===== src/hdl/conv_ctrl_pkg.sv =====
// Package of register offsets, field positions, reset values and types for the converter control.
package conv_ctrl_pkg;
  // ==========================================================================
  // Register word indices (byte address is four times the index).
  localparam logic [3:0] IDX_CONTROL_0 = 4'h0;
  localparam logic [3:0] IDX_CONTROL_1 = 4'h1;
  localparam logic [3:0] IDX_CONTROL_2 = 4'h2;
  localparam logic [3:0] IDX_DELAY = 4'h3;
  localparam logic [3:0] IDX_LOW_BOUND_LOW_BYTE = 4'h4;
  localparam logic [3:0] IDX_LOW_BOUND_HIGH_BITS = 4'h5;
  localparam logic [3:0] IDX_HIGH_BOUND_LOW_BYTE = 4'h6;
  localparam logic [3:0] IDX_HIGH_BOUND_HIGH_BITS = 4'h7;
  localparam logic [3:0] IDX_RESULT_LOW = 4'h8;
  localparam logic [3:0] IDX_RESULT_HIGH = 4'h9;
  localparam logic [3:0] IDX_IRQ = 4'ha;
  // ==========================================================================
  // Field positions.
  localparam int CR0_START = 7;
  localparam int CR0_BUSY = 6;
  localparam int CR0_POWER_OFF = 5;
  localparam int CR1_METHOD = 7;
  localparam int CR1_DELAY_EN = 6;
  localparam int CR1_PWM_SRC = 5;
  localparam int CR1_UPPER_CMP = 4;
  localparam int CR1_LOWER_CMP = 3;
  localparam int IRQ_DONE_FLAG = 0;
  localparam int IRQ_BOUND_FLAG = 1;
  localparam int IRQ_DONE_EN = 2;
  localparam int IRQ_BOUND_EN = 3;
  localparam int IRQ_GLOBAL_EN = 4;
  // ==========================================================================
  // Reset values.
  localparam logic [7:0] CR0_RESET = 8'h60;
  localparam logic [7:0] ZERO_RESET = 8'h00;
  // ==========================================================================
  // Timing: converter core takes sixteen converter clock periods.
  localparam int CONV_CLOCKS = 16;
  localparam logic [2:0] DIV_SEL_MAX = 3'h6;
  // ==========================================================================
  // Types.
  typedef enum logic [1:0] {
    ST_IDLE = 2'b00,
    ST_DELAY = 2'b01,
    ST_CONVERT = 2'b11,
    ST_HOLD = 2'b10
  } conv_state_t;
  typedef struct packed {
    logic period_irq;
    logic [2:0] duty_irq;
  } pwm_strobe_t;
endpackage


===== src/hdl/conv_ctrl.sv =====
// Converter trigger, clock divider, busy flag, interrupt and boundary compare logic.
`timescale 1ns/100ps
`default_nettype none
module conv_ctrl
  import conv_ctrl_pkg::*;
#(
  parameter int DATA_W = 10
) (
  // Clock and reset.
  input wire logic CLK_IN,
  input wire logic RESET_N_IN,
  // Avalon-MM slave.
  input wire logic [5:0] AVS_ADDRESS_IN,
  input wire logic AVS_READ_IN,
  input wire logic AVS_WRITE_IN,
  input wire logic [31:0] AVS_WRITEDATA_IN,
  input wire logic [3:0] AVS_BYTEENABLE_IN,
  output logic [31:0] AVS_READDATA_OUT,
  output logic AVS_WAITREQUEST_OUT,
  // PWM module strobes.
  input wire pwm_strobe_t PWM_STROBE_IN,
  // Converter core.
  input wire logic CORE_DONE_IN,
  input wire logic [DATA_W-1:0] CORE_RESULT_IN,
  output logic CORE_RESET_OUT,
  output logic CORE_START_OUT,
  output logic CORE_CLK_EN_OUT,
  output logic CORE_POWER_ON_OUT,
  output logic [2:0] INPUT_CHANNEL_SEL_OUT,
  // Interrupt.
  output logic IRQ_OUT
);

  // ==========================================================================
  // Registers.
  logic [7:0] control_0_q;
  logic [7:0] control_1_q;
  logic [1:0] duty_channel_sel_q;
  logic [7:0] trigger_delay_count_q;
  logic [DATA_W-1:0] low_bound_q;
  logic [DATA_W-1:0] high_bound_q;
  logic [DATA_W-1:0] result_q;
  logic conv_done_flag_q;
  logic busy_q;
  logic bound_flag_q;
  logic conv_done_irq_enable_q;
  logic bound_irq_enable_q;
  logic global_irq_enable_q;
  logic ack_q;
  logic [7:0] delay_cnt_q;
  logic [5:0] div_cnt_q;
  conv_state_t state_q;
  logic start_prev_q;
  logic done_pulse;
  logic bound_hit;
  logic pwm_trig;
  logic sel_trig;
  logic wr;
  logic rd;
  logic [3:0] idx;
  logic [7:0] wbyte;
  logic [5:0] div_mask;

  // Word index from a byte address; one wait state gives every access one cycle to settle.
  assign idx = AVS_ADDRESS_IN[5:2];
  assign wbyte = AVS_WRITEDATA_IN[7:0];
  assign wr = AVS_WRITE_IN && ack_q && AVS_BYTEENABLE_IN[0];
  assign rd = AVS_READ_IN && !ack_q;
  assign AVS_WAITREQUEST_OUT = (AVS_READ_IN || AVS_WRITE_IN) && !ack_q;

  // Acknowledge toggles so each request completes on its second edge.
  always_ff @(posedge CLK_IN or negedge RESET_N_IN) begin
    if (!RESET_N_IN) begin
      ack_q <= 1'b0;
    end else begin
      ack_q <= (AVS_READ_IN || AVS_WRITE_IN) && !ack_q;
    end
  end

  // Control register writes; busy bit is owned by the sequencer below.
  always_ff @(posedge CLK_IN or negedge RESET_N_IN) begin
    if (!RESET_N_IN) begin
      control_0_q <= CR0_RESET;
      control_1_q <= ZERO_RESET;
      duty_channel_sel_q <= 2'h0;
      trigger_delay_count_q <= ZERO_RESET;
      low_bound_q <= '0;
      high_bound_q <= '0;
      conv_done_irq_enable_q <= 1'b0;
      bound_irq_enable_q <= 1'b0;
      global_irq_enable_q <= 1'b0;
    end else if (wr) begin
      case (idx)
        IDX_CONTROL_0: begin
          control_0_q <= {wbyte[7], control_0_q[6], wbyte[5], 2'b00, wbyte[2:0]};
        end
        IDX_CONTROL_1: control_1_q <= wbyte;
        IDX_CONTROL_2: duty_channel_sel_q <= wbyte[1:0];
        IDX_DELAY: trigger_delay_count_q <= wbyte;
        IDX_LOW_BOUND_LOW_BYTE: low_bound_q[7:0] <= wbyte;
        IDX_LOW_BOUND_HIGH_BITS: low_bound_q[9:8] <= wbyte[1:0];
        IDX_HIGH_BOUND_LOW_BYTE: high_bound_q[7:0] <= wbyte;
        IDX_HIGH_BOUND_HIGH_BITS: high_bound_q[9:8] <= wbyte[1:0];
        IDX_IRQ: begin
          conv_done_irq_enable_q <= wbyte[IRQ_DONE_EN];
          bound_irq_enable_q <= wbyte[IRQ_BOUND_EN];
          global_irq_enable_q <= wbyte[IRQ_GLOBAL_EN];
        end
        default: ;
      endcase
    end
  end

  // Read mux; unmapped words and unused bits read zero.
  always_ff @(posedge CLK_IN or negedge RESET_N_IN) begin
    if (!RESET_N_IN) begin
      AVS_READDATA_OUT <= '0;
    end else if (rd) begin
      case (idx)
        IDX_CONTROL_0: AVS_READDATA_OUT <= {24'h0, control_0_q[7], busy_q, control_0_q[5:0]};
        IDX_CONTROL_1: AVS_READDATA_OUT <= {24'h0, control_1_q};
        IDX_CONTROL_2: AVS_READDATA_OUT <= {30'h0, duty_channel_sel_q};
        IDX_DELAY: AVS_READDATA_OUT <= {24'h0, trigger_delay_count_q};
        IDX_LOW_BOUND_LOW_BYTE: AVS_READDATA_OUT <= {24'h0, low_bound_q[7:0]};
        IDX_LOW_BOUND_HIGH_BITS: AVS_READDATA_OUT <= {30'h0, low_bound_q[9:8]};
        IDX_HIGH_BOUND_LOW_BYTE: AVS_READDATA_OUT <= {24'h0, high_bound_q[7:0]};
        IDX_HIGH_BOUND_HIGH_BITS: AVS_READDATA_OUT <= {30'h0, high_bound_q[9:8]};
        IDX_RESULT_LOW: AVS_READDATA_OUT <= {24'h0, result_q[7:0]};
        IDX_RESULT_HIGH: AVS_READDATA_OUT <= {30'h0, result_q[9:8]};
        IDX_IRQ: begin
          AVS_READDATA_OUT <= {27'h0, global_irq_enable_q, bound_irq_enable_q,
                               conv_done_irq_enable_q, bound_flag_q, conv_done_flag_q};
        end
        default: AVS_READDATA_OUT <= '0;
      endcase
    end
  end

  // Converter clock enable: one pulse every 2^sel system clocks, code 111 stops it.
  assign div_mask = 6'((7'h1 << control_1_q[2:0]) - 7'h1);
  assign CORE_CLK_EN_OUT = (control_1_q[2:0] <= DIV_SEL_MAX) &&
                           ((div_cnt_q & div_mask) == div_mask);
  always_ff @(posedge CLK_IN or negedge RESET_N_IN) begin
    if (!RESET_N_IN) begin
      div_cnt_q <= '0;
    end else begin
      div_cnt_q <= div_cnt_q + 6'h1;
    end
  end

  // Trigger selection between period strobe and the chosen duty channel.
  always_comb begin
    case (duty_channel_sel_q)
      2'h0: sel_trig = PWM_STROBE_IN.duty_irq[0];
      2'h1: sel_trig = PWM_STROBE_IN.duty_irq[1];
      default: sel_trig = PWM_STROBE_IN.duty_irq[2];
    endcase
  end
  assign pwm_trig = control_1_q[CR1_METHOD] &&
                    (control_1_q[CR1_PWM_SRC] ? sel_trig : PWM_STROBE_IN.period_irq);

  // Conversion sequencer. With the method bit clear, a start bit held high resets the core and holds busy high;
  // the falling edge starts it. PWM triggers arriving mid-conversion are dropped.
  always_ff @(posedge CLK_IN or negedge RESET_N_IN) begin
    if (!RESET_N_IN) begin
      state_q <= ST_IDLE;
      start_prev_q <= 1'b0;
      delay_cnt_q <= '0;
      CORE_START_OUT <= 1'b0;
      CORE_RESET_OUT <= 1'b0;
    end else begin
      start_prev_q <= control_0_q[CR0_START];
      CORE_START_OUT <= 1'b0;
      CORE_RESET_OUT <= 1'b0;
      if (!control_1_q[CR1_METHOD] && control_0_q[CR0_START]) begin
        state_q <= ST_HOLD;
        CORE_RESET_OUT <= 1'b1;
      end else begin
        case (state_q)
          ST_IDLE: begin
            if (pwm_trig && control_1_q[CR1_DELAY_EN] && trigger_delay_count_q != 8'h0) begin
              state_q <= ST_DELAY;
              delay_cnt_q <= trigger_delay_count_q - 8'h1;
            end else if (pwm_trig) begin
              state_q <= ST_CONVERT;
              CORE_START_OUT <= 1'b1;
            end
          end
          ST_DELAY: begin
            if (delay_cnt_q == 8'h0) begin
              state_q <= ST_CONVERT;
              CORE_START_OUT <= 1'b1;
            end else begin
              delay_cnt_q <= delay_cnt_q - 8'h1;
            end
          end
          ST_HOLD: begin
            if (start_prev_q) begin
              state_q <= ST_CONVERT;
              CORE_START_OUT <= 1'b1;
            end
          end
          ST_CONVERT: begin
            if (CORE_DONE_IN) begin
              state_q <= ST_IDLE;
            end
          end
          default: state_q <= ST_IDLE;
        endcase
      end
    end
  end

  assign done_pulse = (state_q == ST_CONVERT) && CORE_DONE_IN &&
                      !(control_0_q[CR0_START] && !control_1_q[CR1_METHOD]);

  // Busy flag; the control_0 readback shows it in place of the stored bit 6.
  always_ff @(posedge CLK_IN or negedge RESET_N_IN) begin
    if (!RESET_N_IN) begin
      busy_q <= 1'b1;
    end else if (done_pulse) begin
      busy_q <= 1'b0;
    end else if (state_q != ST_IDLE || CORE_RESET_OUT) begin
      busy_q <= 1'b1;
    end
  end

  // Boundary compare on the incoming result, per selected mode.
  always_comb begin
    case ({control_1_q[CR1_UPPER_CMP], control_1_q[CR1_LOWER_CMP]})
      2'b00: bound_hit = (CORE_RESULT_IN > low_bound_q) && (CORE_RESULT_IN < high_bound_q);
      2'b01: bound_hit = CORE_RESULT_IN <= low_bound_q;
      2'b10: bound_hit = CORE_RESULT_IN >= high_bound_q;
      default: bound_hit = (CORE_RESULT_IN <= low_bound_q) || (CORE_RESULT_IN >= high_bound_q);
    endcase
  end

  // Result latch and sticky flags; a new event wins over a same-cycle clear.
  always_ff @(posedge CLK_IN or negedge RESET_N_IN) begin
    if (!RESET_N_IN) begin
      result_q <= '0;
      conv_done_flag_q <= 1'b0;
      bound_flag_q <= 1'b0;
    end else begin
      if (done_pulse) begin
        result_q <= CORE_RESULT_IN;
        conv_done_flag_q <= 1'b1;
      end else if (wr && idx == IDX_IRQ && wbyte[IRQ_DONE_FLAG]) begin
        conv_done_flag_q <= 1'b0;
      end
      if (done_pulse && bound_hit) begin
        bound_flag_q <= 1'b1;
      end else if (wr && idx == IDX_IRQ && wbyte[IRQ_BOUND_FLAG]) begin
        bound_flag_q <= 1'b0;
      end
    end
  end

  assign IRQ_OUT = global_irq_enable_q && ((conv_done_flag_q && conv_done_irq_enable_q) ||
                   (bound_flag_q && bound_irq_enable_q));
  assign CORE_POWER_ON_OUT = !control_0_q[CR0_POWER_OFF];
  assign INPUT_CHANNEL_SEL_OUT = control_0_q[2:0];
endmodule
`default_nettype wire


===== config.mk =====
export PLATFORM = sky130hd
export DESIGN_NAME = conv_ctrl
export DESIGN_NICKNAME = d
export VERILOG_FILES = /design/src/hdl/conv_ctrl_pkg.sv /design/src/hdl/conv_ctrl.sv
export SDC_FILE = /design/constraint.sdc
export NUM_CORES = 1
export LEC_CHECK = 0
export BUFFER_PORTS_ARGS = -buffer_cell sky130_fd_sc_hd__buf_2
export CORE_UTILIZATION = 32
export CTS_CLUSTER_SIZE = 14
export DETAILED_ROUTE_END_ITERATION = 8
export GPL_TIMING_DRIVEN = 0
export HOLD_SLACK_MARGIN = 0.06
export PLACE_DENSITY_LB_ADDON = 0.25
export SETUP_SLACK_MARGIN = 0.15
export SLEW_MARGIN = 20
export SYNTH_ARGS = -nofsm -noshare
export SYNTH_HDL_FRONTEND = slang
export SYNTH_SLANG_ARGS = --single-unit

===== constraint.sdc =====
create_clock -name CLK_IN -period 3.9 [get_ports CLK_IN]
set_input_delay 0.39 -clock CLK_IN [delete_from_list [all_inputs] [get_ports CLK_IN]]
set_output_delay 0.39 -clock CLK_IN [all_outputs]
set_load 0.05 [all_outputs]

* After elaboration in Yosys (flattened, before gate mapping)
Cells that the tools add are included.
** Storage, ports and cells
- Register bits :: 111
- Input bits :: 61
- Word-level logic and storage cells :: 134
** Cells by class
- $add $sub $neg :: 4
- Magnitude comparators :: 5
- Equality and inequality tests :: 23
- Shift operators :: 1
- Mux-type cells :: 27
- Bitwise operators :: 2
- Reductions and logical operators :: 49
** Operators with widths (number)
- $pmux W8 S11 :: 1
- $logic_and A1 B1 Y1 :: 19
- $reduce_and A2 Y1 :: 9
- $eq A4 B3 Y1 const B :: 4
- $mux W8 :: 2
- $pmux W8 S2 :: 1
- $sub A8 B1 Y8 const B :: 2
- $mux W1 :: 13
- $eq A4 B4 Y1 const B :: 3
- $mux W2 :: 6
- $ge A10 B10 Y1 :: 1
- $gt A10 B10 Y1 :: 1
- $le A10 B10 Y1 :: 1
- $lt A10 B10 Y1 :: 1
- $reduce_bool A2 Y1 :: 5
- $ne A3 B3 Y1 const B :: 3
- $eq A4 B2 Y1 const B :: 2
- $logic_not A8 Y1 :: 1
- $pmux W2 S4 :: 1
- $reduce_and A4 Y1 :: 2
- $reduce_bool A8 Y1 :: 1
- $add A6 B1 Y6 const B :: 1
- $and A6 B6 Y6 :: 1
- $eq A2 B1 Y1 const B :: 3
- 15 further kinds :: 27

* Logic depth before layout (Yosys ltp)
- Word-level depth :: 9
- Gate-level depth with buffers :: 11
- Mapped depth without buffers :: 9

* Least setup slack after synthesis
No wires, ideal clock.
- Path type :: register to output
- Start point :: reg control_1_q[2]
- End point :: out CORE_CLK_EN_OUT
- Arrival time :: 2275 ps
- Data required time :: 3510 ps
- Slack :: 1235 ps
- Cell stages (with the launch flop) :: 8
- Buffers on the path :: 1
- Path through :: dfrtp_1 -> clkbuf_1 -> or3_1 -> ha_1 -> nor2_1 -> a221oi_1 -> o21ai_0 -> a21oi_1
** On the way
- Cells in the longest elaborated chain, start to end :: 5
- Elaborated cells on any way between the ends :: 6
- Those cells by class :: add/sub: 1; order compare: 1; eq/ne: 1; shift: 1; bitwise: 1; reduce/logical: 1
** Ends and longest elaborated chain
- start: declaration :: line conv_ctrl.sv:37 : logic [7:0] control_1_q;
- start signal: assignment :: line conv_ctrl.sv:97 : IDX_CONTROL_1: control_1_q <= wbyte;
- $shl A1 B3 Y6 :: line conv_ctrl.sv:140 : assign div_mask = 6'((7'h1 << control_1_q[2:0]) - 7'h1);
- $sub A6 B1 Y6 :: line conv_ctrl.sv:140
- $and A6 B6 Y6 :: line conv_ctrl.sv:142 : ((div_cnt_q & div_mask) == div_mask);
- $eq A6 B6 Y1 :: line conv_ctrl.sv:142
- $logic_and A1 B1 Y1 * :: line conv_ctrl.sv:141 : assign CORE_CLK_EN_OUT = (control_1_q[2:0] <= DIV_SEL_MAX) &&
- end: declaration :: line conv_ctrl.sv:27 : output logic CORE_CLK_EN_OUT,
Every way passes the cells marked *; elsewhere a longest branch is shown, timed or not.

* Final worst setup path
- Start point :: reg state_q[1]
- End point :: reg delay_cnt_q[6]
** On the way
- Cells in the longest elaborated chain, start to end :: 3
- Elaborated cells on any way between the ends :: 7
- Those cells by class :: eq/ne: 3; mux: 1; reduce/logical: 3
** Ends and longest elaborated chain
- start: declaration :: line conv_ctrl.sv:52 : conv_state_t state_q;
- start signal: assignment :: line conv_ctrl.sv:166 : state_q <= ST_IDLE;
- start signal: assignment :: line conv_ctrl.sv:176 : state_q <= ST_HOLD;
- start signal: assignment :: line conv_ctrl.sv:182 : state_q <= ST_DELAY;
- $eq A2 B1 Y1 or $logic_not A2 Y1 (tied branches) :: line conv_ctrl.sv:179 : case (state_q)
- $ne A2 B2 Y1 (no line) or $reduce_bool A2 Y1 (tied branches)
- $reduce_and A4 Y1 (no line)
- end signal: assignment :: line conv_ctrl.sv:183 : delay_cnt_q <= trigger_delay_count_q - 8'h1;
- end signal: assignment :: line conv_ctrl.sv:194 : delay_cnt_q <= delay_cnt_q - 8'h1;
- end: declaration :: line conv_ctrl.sv:50 : logic [7:0] delay_cnt_q;
Several ways; a longest one is shown, not always the timed one.
A chain may end at the register's enable or synchronous reset.

==> out/results.tsv <==
metric	value	unit
Min Hold Slack	0.1022	ns
number of global-route vias before repair	4072	
Cell Area, Synth	5215	µm²
top post-synthesis cells by count	dfrtp_1 (85), nand2_1 (42), mux2_2 (38), nor2_1 (37), inv_1 (35)	
clk_lat worst skew	0.34	ns
Die Y	129.7	µm
CTS max path bufs	2	
Largest stage delay, worst path	0.42	ns
clock skew	0.007194	ns
DP HPWL	10700	µm
asr flop ratio synth	1.000	
clk sinks	87	
diode count	0	
share of layout cells above drive strength 1	0.2488	
sum of negative setup slack	0	ns
routability cong.	0.8988	
Fmax achieved	334.1	MHz
RSZ-0062 raised after global routing	false	
CTS Buf Count	9	
Worst-path clk slew	0.07	ns
CTS Root Cell	clkbuf_16	
crit path kind	reg -> reg	
CP max stage cell	dfrtp_1	
GRT Total Usage	0.1759	
Slew @ Worst Pin	0.8767	ns
synth-to-layout area growth	17.35	%
Die W	129.7	µm
CTS tree	built	
wire per inst	17.04	µm
Peak VDD IR	0.2435	mV
first-pass GRT wire length	22470	µm
Final period util	0.7675	
critical path arrival	3.25	ns
crit-path leading delay family	compound AO/OA/AOI/OAI gates	
CTS H-tree lvls	3	
routed vias	4203	
Met3 Wirelength	816	µm
Post-CTS Hold Buffers	0	
WL met1	6517	µm
post-CTS setup buffers	0	
Area contributors post-synth	dfrtp_1 (41%), mux2_2 (8.2%), ha_1 (7.0%)	
total detailed-routing wirelength	14090	µm
Period minus WS final	2.993	ns
DRC	0	
sequential fraction of the synthesis area	0.4179	
initial antenna violation count	0	
Synth warnings	0	
initial drt markers	252	
Synth cell types	61	
Critical Path Source Type	flip-flop	
CP required	4.16	ns
CP Max Fanout	10	
DRT Pass-1 Iters	5	
met2 wire len	6572	µm
Overflow after GRT	0	
status	finished, final reports clean	
Antenna Nets Post-Route	0	
most frequent cell after synthesis	dfrtp_1	
Top Layer Used	met4	
nets@finish	696	
syn_area_per_cell	9.933	µm²
final worst slack	0.9068	ns
CP Cell Sequence	inv_1, ha_1, buf_6, clkbuf_1, mux2i_1, ha_1, o21a_1, o21ai_0, xnor2_1, o2bb2ai_2, a211oi_2	
max-slew violation count	0	
Leak	2.837	nW
I/O Buffers	46	
max cap viols	0	
Top cell by count, worst path	ha_1	
Hold Path Class	in -> async	
number of synthesized flops with an enable pin	0	
Worst slew margin	0.4134	
I/O pin count	102	
Buffers & Inverters on Critical Path	3	
FP Rows	46	
Yosys top cell area share	0.4079	
Yosys top cell by area	dfrtp_1	
core footprint	15890	µm²
post-CTS sizing	0	
total power per unit cell area	549.5	nW/µm²
Top FF cell, synth	dfrtp_1	
die area	16810	µm²
endpoint class of the critical path	flip-flop	
dpl ws	0.9699	ns
synthesized flop and latch total	87	
Final Hold Fails	0	
largest net degree at the start of global routing	53	
routed vias/inst	5.082	
Final setup viols	0	
Initial Util	0.3283	
Cells after Synth	525	
[registers in the layout, summed over array words and instances (netlist names)]
| name | count |
|---|---|
| div_cnt_q | 6 |
| control_1_q | 8 |
| trigger_delay_count_q | 8 |
| delay_cnt_q | 8 |
| start_prev_q | 1 |
| AVS_READDATA_OUT | 8 |
| result_q | 10 |
| global_irq_enable_q | 1 |
| CORE_START_OUT | 1 |
| conv_done_flag_q | 1 |
| ack_q | 1 |
| bound_flag_q | 1 |
| bound_irq_enable_q | 1 |
| busy_q | 1 |
| conv_done_irq_enable_q | 1 |
| state_q | 2 |
| control_0_q | 5 |
| low_bound_q | 10 |
| CORE_RESET_OUT | 1 |
| duty_channel_sel_q | 2 |
| high_bound_q | 10 |
[area by class of cell]
cell class	instances	area [µm²]
plain buffers	45	297.8
clock buffers	12	266.5
clock inverters	4	28.78
fillers	1577	9766
inverters	35	131.4
multi-input cells	381	2693
flip-flops and latches	87	2180
well taps	216	270.3
repair buffers	47	252.7
[worst paths after layout]
kind / start / endpoint / slack (ns) / depth (start not counted)
min: RESET_N_IN / CORE_RESET_OUT / 0.10 / 1
max reg2reg: state_q[1] / delay_cnt_q[6] / 0.91 / 11
min reg2reg: control_0_q[7] / start_prev_q / 0.43 / 0
min in group CLK_IN: CORE_RESULT_IN[0] / result_q[0] / 0.30 / 2
max in group asynchronous: RESET_N_IN / busy_q / 3.10 / 2
max: state_q[1] / delay_cnt_q[6] / 0.91 / 11
[cell usage in the layout, fill, tap and decap left out, types with 7 or more instances in the layout]
cell type  synthesis  layout
clkbuf_16          0       9
nor2_1            37      37
nand4_1            8       8
mux2i_1           15      15
mux2_2            38      38
conb_1             1      24
a22o_1             9       9
inv_1             35      35
dfrtp_1           85      85
o21ai_0           34      34
a21oi_1           20      20
ha_1              29      29
buf_2              4      49
buf_4             27      28
nor3_1            12      12
nand3_1           12      12
nor2b_1            8       8
nand2_1           42      42
a22oi_1            7       7
clkbuf_1           7       7
nand2b_1           8       8
[cell families after synthesis]
family                     Yosys count  share of synthesized area
and+or+nand+nor                    150                     0.1432
AOI/OAI and AO/OA                  112                     0.1456
xor gates and xnor gates            10                    0.01679
muxes                               56                     0.1238
adders and majority gates           29                    0.06958
DFF                                 87                     0.4179
other                                1                  0.0007191
buffers and inverters               80                    0.08229
[stage by stage]
| stage | power, mW | instance area (µm²) | util | instances |
|---|---|---|---|---|
| 2_1_floorplan | 2.178 | 5301 | - | 548 |
| 3_3_place_gp | 2.469 | 5802 | 0.3652 | 810 |
| 3_5_place_dp | 2.513 | 5824 | 0.3667 | 811 |
| 4_1_cts | 3.370 | 6120 | 0.3852 | 827 |
| 5_1_grt | 3.565 | 6120 | 0.3852 | 827 |
| 6_report | 3.363 | 6120 | 0.3852 | 827 |
[layer usage]
layer / track usage / vias up
met5: 0 / -
li1: - / 2000
met4: 0.04036 / 0
met1: 0.2405 / 2028
met3: 0.03055 / 15
met2: 0.2894 / 160
[power breakdown]
part	total (mW)	internal (mW)	switching, mW	leakage (nW)
combinational	1.22	0.505	0.713	1.64
clock	0.858	0.485	0.373	0.141
sequential	1.29	1.10	0.183	1.06
Power figures use the tool's default switching activity.
